$ cat src/i2m_pkg.sv
/*
  Shared constants and types for the I2C master transmit engine:
  register offsets, field positions, reset values and state codes.
  Assumes a 32-bit APB slave port with byte addresses.
*/
`default_nettype none
package i2m_pkg;
  // Register byte offsets
  localparam logic [7:0] OFF_IRQ_FLAGS = 8'h0C;
  localparam logic [7:0] OFF_IRQ_EN    = 8'h8C;
  localparam logic [7:0] OFF_RELOAD    = 8'h10;
  localparam logic [7:0] OFF_BUF       = 8'h14;
  localparam logic [7:0] OFF_STATUS    = 8'h18;
  localparam logic [7:0] OFF_CTL2      = 8'h1C;
  localparam logic [7:0] OFF_ERR       = 8'h20;

  // Field positions
  localparam int IRQ_SERIAL_BIT = 3;
  localparam int ST_FULL_BIT    = 0;
  localparam int ST_START_BIT   = 3;
  localparam int ST_STOP_BIT    = 4;
  localparam int CTL2_START_BIT = 0;
  localparam int CTL2_STOP_BIT  = 2;
  localparam int CTL2_ACK_BIT   = 6;
  localparam int ERR_WRITE_COLLISION_FLAG_BIT   = 0;
  localparam int ERR_BCOL_BIT   = 1;

  // Widths and counts
  localparam int          RELOAD_W = 7;
  localparam logic [3:0]  ACK_BIT  = 4'h8;
  localparam logic [3:0]  LAST_BIT = 4'h7;
  localparam logic [1:0]  PH_Q2    = 2'h1;
  localparam logic [1:0]  PH_Q4    = 2'h3;

  // Reset values
  localparam logic [7:0]  RST_BYTE   = 8'h00;
  localparam logic [7:0]  RST_RELOAD = 8'h09;

  typedef enum logic [2:0] {
    ST_IDLE  = 3'h0,
    ST_START = 3'h1,
    ST_LOW   = 3'h3,
    ST_HIGH  = 3'h2,
    ST_WAIT  = 3'h6,
    ST_STOP1 = 3'h7,
    ST_STOP2 = 3'h5,
    ST_STOP3 = 3'h4
  } i2m_state_t;

  typedef struct packed {
    logic                load;
    logic [RELOAD_W-1:0] reload;
  } i2m_baud_ctl_t;

  typedef struct packed {
    logic                cnt_zero;
    logic [1:0]          phase;
  } i2m_baud_sts_t;

  typedef struct packed {
    logic        pready;
    logic        pslverr;
    logic [31:0] prdata;
    logic [7:0]  irq_flags;
    logic [7:0]  irq_en;
    logic [7:0]  reload;
    logic [7:0]  buffer;
    logic [7:0]  sr;
    logic [3:0]  bitcnt;
    i2m_state_t  state;
    logic        full;
    logic        write_collision_flag;
    logic        bcol;
    logic        ack_stat;
    logic        start_req;
    logic        stop_req;
    logic        start_seen;
    logic        stop_seen;
    logic        watch;
    logic        scl_hi_seen;
    logic        scl_oe;
    logic        sda_oe;
    logic        line_lvl;
    logic [2:0]  scl_s;
    logic [2:0]  sda_s;
  } i2m_regs_t;

  localparam i2m_regs_t RST_REGS = '{
    pready: 1'b0, pslverr: 1'b0, prdata: 32'h0000_0000,
    irq_flags: RST_BYTE, irq_en: RST_BYTE, reload: RST_RELOAD,
    buffer: RST_BYTE, sr: RST_BYTE, bitcnt: 4'h0, state: ST_IDLE,
    full: 1'b0, write_collision_flag: 1'b0, bcol: 1'b0, ack_stat: 1'b0,
    start_req: 1'b0, stop_req: 1'b0, start_seen: 1'b0,
    stop_seen: 1'b0, watch: 1'b0, scl_hi_seen: 1'b0,
    scl_oe: 1'b0, sda_oe: 1'b0, line_lvl: 1'b0,
    scl_s: 3'h7, sda_s: 3'h7
  };
endpackage : i2m_pkg
`default_nettype wire

$ cat src/i2m_baud.sv
/*
  Reload-and-halt baud counter with its own quarter-cycle phase.
  Assumes sys_clk is four phases per instruction cycle.
*/
`timescale 1ns/100ps
`default_nettype none
module i2m_baud
  import i2m_pkg::*;
#(
  parameter int CNT_W = RELOAD_W
) (
  // Clock and reset
  input  wire logic          sys_clk,
  input  wire logic          reset_n,
  // Control from and status to the engine
  input  wire i2m_baud_ctl_t ctl,
  output i2m_baud_sts_t      sts
);
  if (CNT_W != RELOAD_W) begin : g_chk
    $error("i2m_baud: CNT_W must equal RELOAD_W");
  end

  typedef struct packed {
    logic [1:0]       phase;
    logic [CNT_W-1:0] cnt;
  } i2m_baud_regs_t;

  i2m_baud_regs_t q;
  i2m_baud_regs_t d;

  always_comb begin
    d = q;
    d.phase = q.phase + 2'h1;
    if (ctl.load) begin
      d.cnt = ctl.reload;
    end else if ((q.phase == PH_Q2 || q.phase == PH_Q4) && q.cnt != '0) begin
      d.cnt = q.cnt - CNT_W'(1);
    end
  end

  always_ff @(posedge sys_clk) begin
    if (!reset_n) begin
      q <= '0;
    end else begin
      q <= d;
    end
  end

  assign sts.cnt_zero = (q.cnt == '0);
  assign sts.phase    = q.phase;
endmodule // i2m_baud
`default_nettype wire

$ cat src/i2m_master.sv
/*
  I2C master transmit engine with arbitration, behind an APB slave.
  Assumes open-drain SDA/SCL with external pull-ups; line inputs are
  asynchronous and are synchronised here.
*/
// The APB interface to the registers was left to the implementer.
// Summary of operation
// - Baud counter reloads from low seven bits of the reload register.
// - Baud counter counts down to zero, then halts until reloaded.
// - Counter decrements twice per instruction cycle, on two quarter phases.
// - Reload is automatic; while SCL is stretched it reloads until SCL high.
// - Writing the shift buffer sets buffer full and starts the transfer.
// - SDA changes in the cycle SCL is pulled low; SCL low then high one baud period each.
// - On eighth falling edge clear buffer full and release SDA.
// - Ninth falling edge samples SDA into the acknowledge status bit.
// - After ninth clock set serial flag, hold SCL low until next write.
// - Address phase sends seven address bits and direction bit, then ACK.
// - Buffer write while shifting is ignored and sets write collision.
// - Released SDA seen low while SCL high is a bus collision, go idle.
// - Data collision halts, clears buffer full, releases lines, allows writes.
// - Start or stop collision aborts, releases lines, clears request bits.
// - After collision, a STOP seen on the bus sets the serial flag.
// - After collision, a new write transmits from the first bit.
// - STOP: SDA low, release SCL, count once high, then check SDA.
// - During STOP, SCL low before SDA is released is a collision.
// - Stop request bit starts STOP; serial flag set when it completes.
`timescale 1ns/100ps
`default_nettype none
module i2m_master
  import i2m_pkg::*;
(
  // Clock and reset
  input  wire logic        sys_clk,
  input  wire logic        reset_n,
  // APB slave
  input  wire logic        psel,
  input  wire logic        penable,
  input  wire logic        pwrite,
  input  wire logic [7:0]  paddr,
  input  wire logic [31:0] pwdata,
  output logic [31:0]      prdata,
  output logic             pready,
  output logic             pslverr,
  // I2C lines
  input  wire logic        scl_i,
  output logic             scl_o,
  output logic             scl_oe,
  input  wire logic        sda_i,
  output logic             sda_o,
  output logic             sda_oe
);
  i2m_regs_t     q;
  i2m_regs_t     d;
  i2m_baud_ctl_t bctl;
  i2m_baud_sts_t bsts;

  function automatic logic mapped(input logic [7:0] a);
    return a == OFF_IRQ_FLAGS || a == OFF_IRQ_EN || a == OFF_RELOAD ||
           a == OFF_BUF || a == OFF_STATUS || a == OFF_CTL2 || a == OFF_ERR;
  endfunction

  i2m_baud #(
    .CNT_W (RELOAD_W)
  ) u_baud (
    .sys_clk (sys_clk),
    .reset_n (reset_n),
    .ctl     (bctl),
    .sts     (bsts)
  );

  always_comb begin
    logic wr;
    logic acc;
    logic coll;
    logic scl_h;
    logic sda_h;
    logic timeout;
    logic start_ev;
    logic stop_ev;
    d        = q;
    wr       = 1'b0;
    acc      = 1'b0;
    coll     = 1'b0;
    bctl.load   = 1'b0;
    bctl.reload = q.reload[RELOAD_W-1:0];
    // Only the second and third stages are looked at
    d.scl_s  = {q.scl_s[1:0], scl_i};
    d.sda_s  = {q.sda_s[1:0], sda_i};
    scl_h    = q.scl_s[1];
    sda_h    = q.sda_s[1];
    timeout  = bsts.cnt_zero;
    start_ev = scl_h & q.scl_s[2] & q.sda_s[2] & ~sda_h;
    stop_ev  = scl_h & q.scl_s[2] & ~q.sda_s[2] & sda_h;

    // APB: one wait state, answer on the second access edge
    d.pready  = 1'b0;
    d.pslverr = 1'b0;
    if (psel && penable && !q.pready) begin
      d.pready  = 1'b1;
      d.pslverr = !mapped(paddr);
      d.prdata  = 32'h0000_0000;
      unique case (paddr)
        OFF_IRQ_FLAGS: d.prdata[7:0] = q.irq_flags;
        OFF_IRQ_EN:    d.prdata[7:0] = q.irq_en;
        OFF_RELOAD:    d.prdata[7:0] = q.reload;
        OFF_BUF:       d.prdata[7:0] = q.buffer;
        OFF_STATUS: begin
          d.prdata[ST_FULL_BIT]  = q.full;
          d.prdata[ST_START_BIT] = q.start_seen;
          d.prdata[ST_STOP_BIT]  = q.stop_seen;
        end
        OFF_CTL2: begin
          d.prdata[CTL2_START_BIT] = q.start_req;
          d.prdata[CTL2_STOP_BIT]  = q.stop_req;
          d.prdata[CTL2_ACK_BIT]   = q.ack_stat;
        end
        OFF_ERR: begin
          d.prdata[ERR_WRITE_COLLISION_FLAG_BIT] = q.write_collision_flag;
          d.prdata[ERR_BCOL_BIT] = q.bcol;
        end
        default: d.prdata = 32'h0000_0000;
      endcase
    end
    acc = psel && penable && q.pready;
    wr  = acc && pwrite && mapped(paddr);

    // Software writes first; hardware sets below win over clears
    if (wr) begin
      unique case (paddr)
        OFF_IRQ_FLAGS: d.irq_flags = pwdata[7:0];
        OFF_IRQ_EN:    d.irq_en    = pwdata[7:0];
        OFF_RELOAD:    d.reload    = pwdata[7:0];
        OFF_CTL2: begin
          d.start_req = pwdata[CTL2_START_BIT];
          d.stop_req  = pwdata[CTL2_STOP_BIT];
        end
        OFF_ERR: begin
          d.write_collision_flag = pwdata[ERR_WRITE_COLLISION_FLAG_BIT];
          d.bcol = pwdata[ERR_BCOL_BIT];
        end
        OFF_BUF: begin
          if (q.state != ST_IDLE && q.state != ST_WAIT) begin
            d.write_collision_flag = 1'b1;
          end else begin
            // Idle or paused: always restart at the first bit
            d.buffer    = pwdata[7:0];
            d.sr        = pwdata[7:0];
            d.bitcnt    = 4'h0;
            d.full      = 1'b1;
            d.scl_oe    = 1'b1;
            d.sda_oe    = ~pwdata[7];
            d.state     = ST_LOW;
            bctl.load   = 1'b1;
          end
        end
        default: d.state = q.state;
      endcase
    end

    // Bus condition tracking for free-bus decisions
    if (start_ev) begin
      d.start_seen = 1'b1;
      d.stop_seen  = 1'b0;
    end
    if (stop_ev) begin
      d.stop_seen  = 1'b1;
      d.start_seen = 1'b0;
      if (q.watch) begin
        d.irq_flags[IRQ_SERIAL_BIT] = 1'b1;
        d.watch = 1'b0;
      end
    end

    unique case (q.state)
      ST_IDLE: begin
        if (q.start_req && !d.full) begin
          if (!sda_h || !scl_h) begin
            coll = 1'b1;
          end else begin
            d.sda_oe  = 1'b1;
            d.state   = ST_START;
            bctl.load = 1'b1;
          end
        end
      end
      ST_START: begin
        // Another master holding SCL low aborts the start
        if (!scl_h) begin
          coll = 1'b1;
        end else if (timeout) begin
          d.scl_oe    = 1'b1;
          d.start_req = 1'b0;
          d.irq_flags[IRQ_SERIAL_BIT] = 1'b1;
          d.state     = ST_WAIT;
        end
      end
      ST_LOW: begin
        if (timeout) begin
          d.scl_oe = 1'b0;
          d.state  = ST_HIGH;
          bctl.load = 1'b1;
        end
      end
      ST_HIGH: begin
        // Counting starts only once SCL is really high
        if (!scl_h) begin
          bctl.load = 1'b1;
        end else if (!q.sda_oe && q.bitcnt != ACK_BIT && !sda_h) begin
          coll = 1'b1;
        end else if (timeout) begin
          d.scl_oe = 1'b1;
          if (q.bitcnt == ACK_BIT) begin
            d.ack_stat = sda_h;
            d.irq_flags[IRQ_SERIAL_BIT] = 1'b1;
            d.state = ST_WAIT;
          end else begin
            d.bitcnt = q.bitcnt + 4'h1;
            if (q.bitcnt == LAST_BIT) begin
              d.full   = 1'b0;
              d.sda_oe = 1'b0;
            end else begin
              d.sr     = {q.sr[6:0], 1'b0};
              d.sda_oe = ~q.sr[6];
            end
            d.state   = ST_LOW;
            bctl.load = 1'b1;
          end
        end
      end
      ST_WAIT: begin
        // Baud counter stays halted here with SCL held low
        if (q.stop_req && q.state == d.state) begin
          d.sda_oe  = 1'b1;
          d.state   = ST_STOP1;
          bctl.load = 1'b1;
        end
      end
      ST_STOP1: begin
        if (timeout) begin
          d.scl_oe      = 1'b0;
          d.scl_hi_seen = 1'b0;
          d.state       = ST_STOP2;
          bctl.load     = 1'b1;
        end
      end
      ST_STOP2: begin
        if (!scl_h) begin
          bctl.load = 1'b1;
          if (q.scl_hi_seen) begin
            coll = 1'b1;
          end
        end else begin
          d.scl_hi_seen = 1'b1;
          if (timeout && q.scl_hi_seen) begin
            d.sda_oe  = 1'b0;
            d.state   = ST_STOP3;
            bctl.load = 1'b1;
          end
        end
      end
      ST_STOP3: begin
        if (!scl_h && !sda_h) begin
          coll = 1'b1;
        end else if (timeout) begin
          if (!sda_h) begin
            coll = 1'b1;
          end else begin
            d.stop_req = 1'b0;
            d.irq_flags[IRQ_SERIAL_BIT] = 1'b1;
            d.state    = ST_IDLE;
          end
        end
      end
    endcase

    // Collision: give up the bus, keep watching for its release
    if (coll) begin
      d.bcol      = 1'b1;
      d.full      = 1'b0;
      d.start_req = 1'b0;
      d.stop_req  = 1'b0;
      d.scl_oe    = 1'b0;
      d.sda_oe    = 1'b0;
      d.watch     = 1'b1;
      d.state     = ST_IDLE;
      bctl.load   = 1'b0;
    end
    d.line_lvl = 1'b0;
  end

  always_ff @(posedge sys_clk) begin
    if (!reset_n) begin
      q <= RST_REGS;
    end else begin
      q <= d;
    end
  end

  assign prdata  = q.prdata;
  assign pready  = q.pready;
  assign pslverr = q.pslverr;
  assign scl_o   = q.line_lvl;
  assign scl_oe  = q.scl_oe;
  assign sda_o   = q.line_lvl;
  assign sda_oe  = q.sda_oe;
endmodule // i2m_master
`default_nettype wire

$ cat config.mk
export PLATFORM = sky130hd
export DESIGN_NAME = i2m_master
export DESIGN_NICKNAME = d
export VERILOG_FILES = /design/src/i2m_pkg.sv /design/src/i2m_baud.sv /design/src/i2m_master.sv
export SDC_FILE = /design/constraint.sdc
export NUM_CORES = 1
export LEC_CHECK = 0
export ABC_AREA = 0
export BUFFER_PORTS_ARGS = -buffer_cell sky130_fd_sc_hd__buf_4
export CAP_MARGIN = 20
export CORE_ASPECT_RATIO = 0.7
export CORE_MARGIN = 10
export CORE_UTILIZATION = 50
export CTS_BUF_LIST = sky130_fd_sc_hd__clkbuf_16
export DETAILED_ROUTE_END_ITERATION = 16
export PLACE_DENSITY = 0.74
export SLEW_MARGIN = 20
export SYNTH_ARGS = -nofsm -noshare
export SYNTH_HDL_FRONTEND = slang
export SYNTH_SLANG_ARGS = --single-unit
$ cat constraint.sdc
create_clock -name sys_clk -period 2.8 [get_ports sys_clk]
set_clock_uncertainty 0.15 [all_clocks]
set_input_delay 0.56 -clock sys_clk [delete_from_list [all_inputs] [get_ports sys_clk]]
set_output_delay 0.56 -clock sys_clk [all_outputs]
set_load 0.01 [all_outputs]
==> metrics <==
status=complete, no violations; vias in the first global route=3640; CTS root buffer=clkbuf_16; Initial DRT Pass Iterations=5; postcts setup bufs=0; Leak Pwr=1.82 nW; Clock Sinks=83; DR vias=3916; pin count of the biggest net entering global routing=34; DRC violations left=0; Max Cap Violations=0; Site Rows=28; layout cell share with drive strength beyond 1=15.4%; top cells by count, synth=83 x dfxtp_1, 69 x nand2_1, 54 x a21oi_1; nets=599; fin crit share=84.9%; Syn Std Cell Area=0.00426 mm^2; Avg Vias per Cell=5.97; crit start category=register; post-route design area=0.00476 mm^2; PortBufs=34; Hold WC Path Type=in2reg; chip width=130 um; Die ar.=0.0127 mm^2; initial DRC count=625; Syn Inst Count=525; Routed Antenna Nets=0; grt total ovfl=0; sequential area share after synthesis=39.0%; first-pass GRT wire length=19000 um; # diodes=0; CORE AREA=0.00837 mm^2; GRT Total Usage=18.5%; crit end category=register; Arr. time, crit path=2.48 ns; detailed placement HPWL=8700 um; Avg WL per Cell=17.8 um; Synth area leader=dfxtp_1; Worst-Margin Slew=0.569 ns; RSZ-0062 raised after global routing=no; crit path kind=reg2reg; fmax=421 MHz; count leader, synth=dfxtp_1; P_sw=1.29 mW; area of placed instances=0.00445 mm^2; Worst slew margin=62.0%; Pins Over Slew Limit=0; post_cts resized=0; Synth area leaders=dfxtp_1 39%, a21oi_1 6.3%, nand2_1 6.1%, buf_4 6.0%, nand3_1 4.1%; Reg power frac=38.2%; CTS buffer count=9; CTS Hold Bufs=0; clock latency on the worst-skew pair=0.34 ns; final hold vios=0; combinational share of power=29.0%; Post-synth EDFFs=0; Synth top area share=39.0%; antenna violations before repair=0; Yosys cell types=65; die height=97.2 um; final setup fails=0; Most used DFF post-synth=dfxtp_1; TNS Setup=0 ns; WL final=11700 um; internal cell power=2.49 mW; PwrDens=793 mW/mm^2; synth warn=0; syn_area_per_cell=8.11 um^2; Initial Util=50.9%; H-tree depth=3; area grow syn2layout=11.7%; Worst EP required=2.90 ns; Top Ports=85; Bufs on Longest Clock Path=2; VDD IR max=0.350 mV; CTS tree=built; Crit Path Max Fanout=16; CTS clk-pin slew, worst paths=0.06 ns; fraction of registers with async set/reset=0%; Clk pwr share=32.8%; min Tclk post-route=2.38 ns; RePlAce Congestion=0.983; Synth Register Bits=83; Net Sw Frac=34.1%
==> critical path, stage by stage (launching register included) <==
cell and delay (ns):
dfxtp_1 0.47, or2_2 0.41, a21oi_1 0.32, and3_1 0.30, o211a_4 0.22, nand2_2 0.15
a311oi_2 0.27
==> logic make-up (layout without fill, tap and decap cells) <==
kind of cell	Yosys count	in the layout	synth area share, %
flops	83	83	39.0
other cells	1	26	0.0880
compound gates	122	122	18.4
fa+ha+maj	5	5	1.47
xor+xnor	4	4	0.822
buf+inv	77	78	10.9
mux	15	15	3.55
simple gates	218	218	25.8
==> per-stage QoR <==
stage | setup slack [ns] | hold WS, ns | util (%) | power [mW] | cells
5_1_grt | 0.240 | 0.249 | 56.9 | 3.98 | 656
3_5_place_dp | 0.260 | 0.245 | 53.2 | 2.53 | 641
3_3_place_gp | 0.323 | 0.243 | 53.2 | 2.50 | 641
6_report | 0.423 | 0.253 | 56.9 | 3.77 | 656
2_1_floorplan | 0.541 | 0.236 | - | 2.28 | 550
4_1_cts | 0.450 | 0.251 | 56.9 | 3.76 | 656
==> cell type report <==
| class | count | area (um^2) |
|---|---|---|
| Fill cell | 760 | 3610 |
| Multi-Input combinational cell | 390 | 2230 |
| Sequential cell | 83 | 1660 |
| Timing Repair Buffer | 52 | 390 |
| Clock buffer | 9 | 225 |
| Tap cell | 105 | 131 |
| Clock inverter | 6 | 83.8 |
| Inverter | 11 | 41.3 |
==> registers in the layout, summed over array words and instances, names as in the netlist <==
register / cells
u_baud.q: 7
pready: 1
u_baud.sts: 2
d: 4
sda_oe: 1
bctl: 7
q: 51
scl_oe: 1
prdata: 8
pslverr: 1
==> routing by layer <==
metal | vias to the layer above | wire length, um | part of all wire (%) | GRT usage, %
li1 | 1843 | - | - | -
met1 | 1848 | 5200 | 44 | 26.9
met2 | 214 | 5130 | 44 | 26.1
met3 | 11 | 1260 | 11 | 4.74
met4 | 0 | 119 | 1.0 | 5.20
met5 | - | 0 | 0 | 0
==> power by group through the flow <==
stage	clock network [mW]	registers [mW]	logic, mW
after floorplan	0	1.40	0.876
after global placement	0	1.46	1.04
after detailed placement	0	1.46	1.06
after CTS	1.25	1.44	1.07
after global routing	1.30	1.47	1.22
final	1.24	1.44	1.10
==> final timing paths <==
path	from	slack (ns)	end	depth (start not counted)
setup / recovery	q[21]$_SDFF_PP0_	0.42	q[13]$_SDFF_PP0_	6
hold / removal	scl_i	0.25	d[4]$_SDFF_PN1_	2
setup reg to reg	q[21]$_SDFF_PP0_	0.42	q[13]$_SDFF_PP0_	6
hold reg to reg	d[4]$_SDFF_PN1_	0.26	d[5]$_SDFF_PN1_	1
==> layout by cell type, fill, tap and decap left out, types with 4 or more instances in the layout <==
cell type and n:
nor3b_1 4, nor3_1 20, nand3_1 35, nand4_1 5, mux2i_1 14, ha_1 5, a31oi_1 10, nor2_1 40
a21o_1 4, nand2b_1 9, a221oi_1 7, o21ai_0 16, conb_1 26, and2_1 4, a311oi_1 7, a21oi_1 54
buf_4 52, inv_1 12, nor2b_1 4, and3_1 5, a211oi_1 7, dfxtp_1 83, clkbuf_16 9, nand2_1 69
Note: power is estimated with default switching activity, not from simulation.
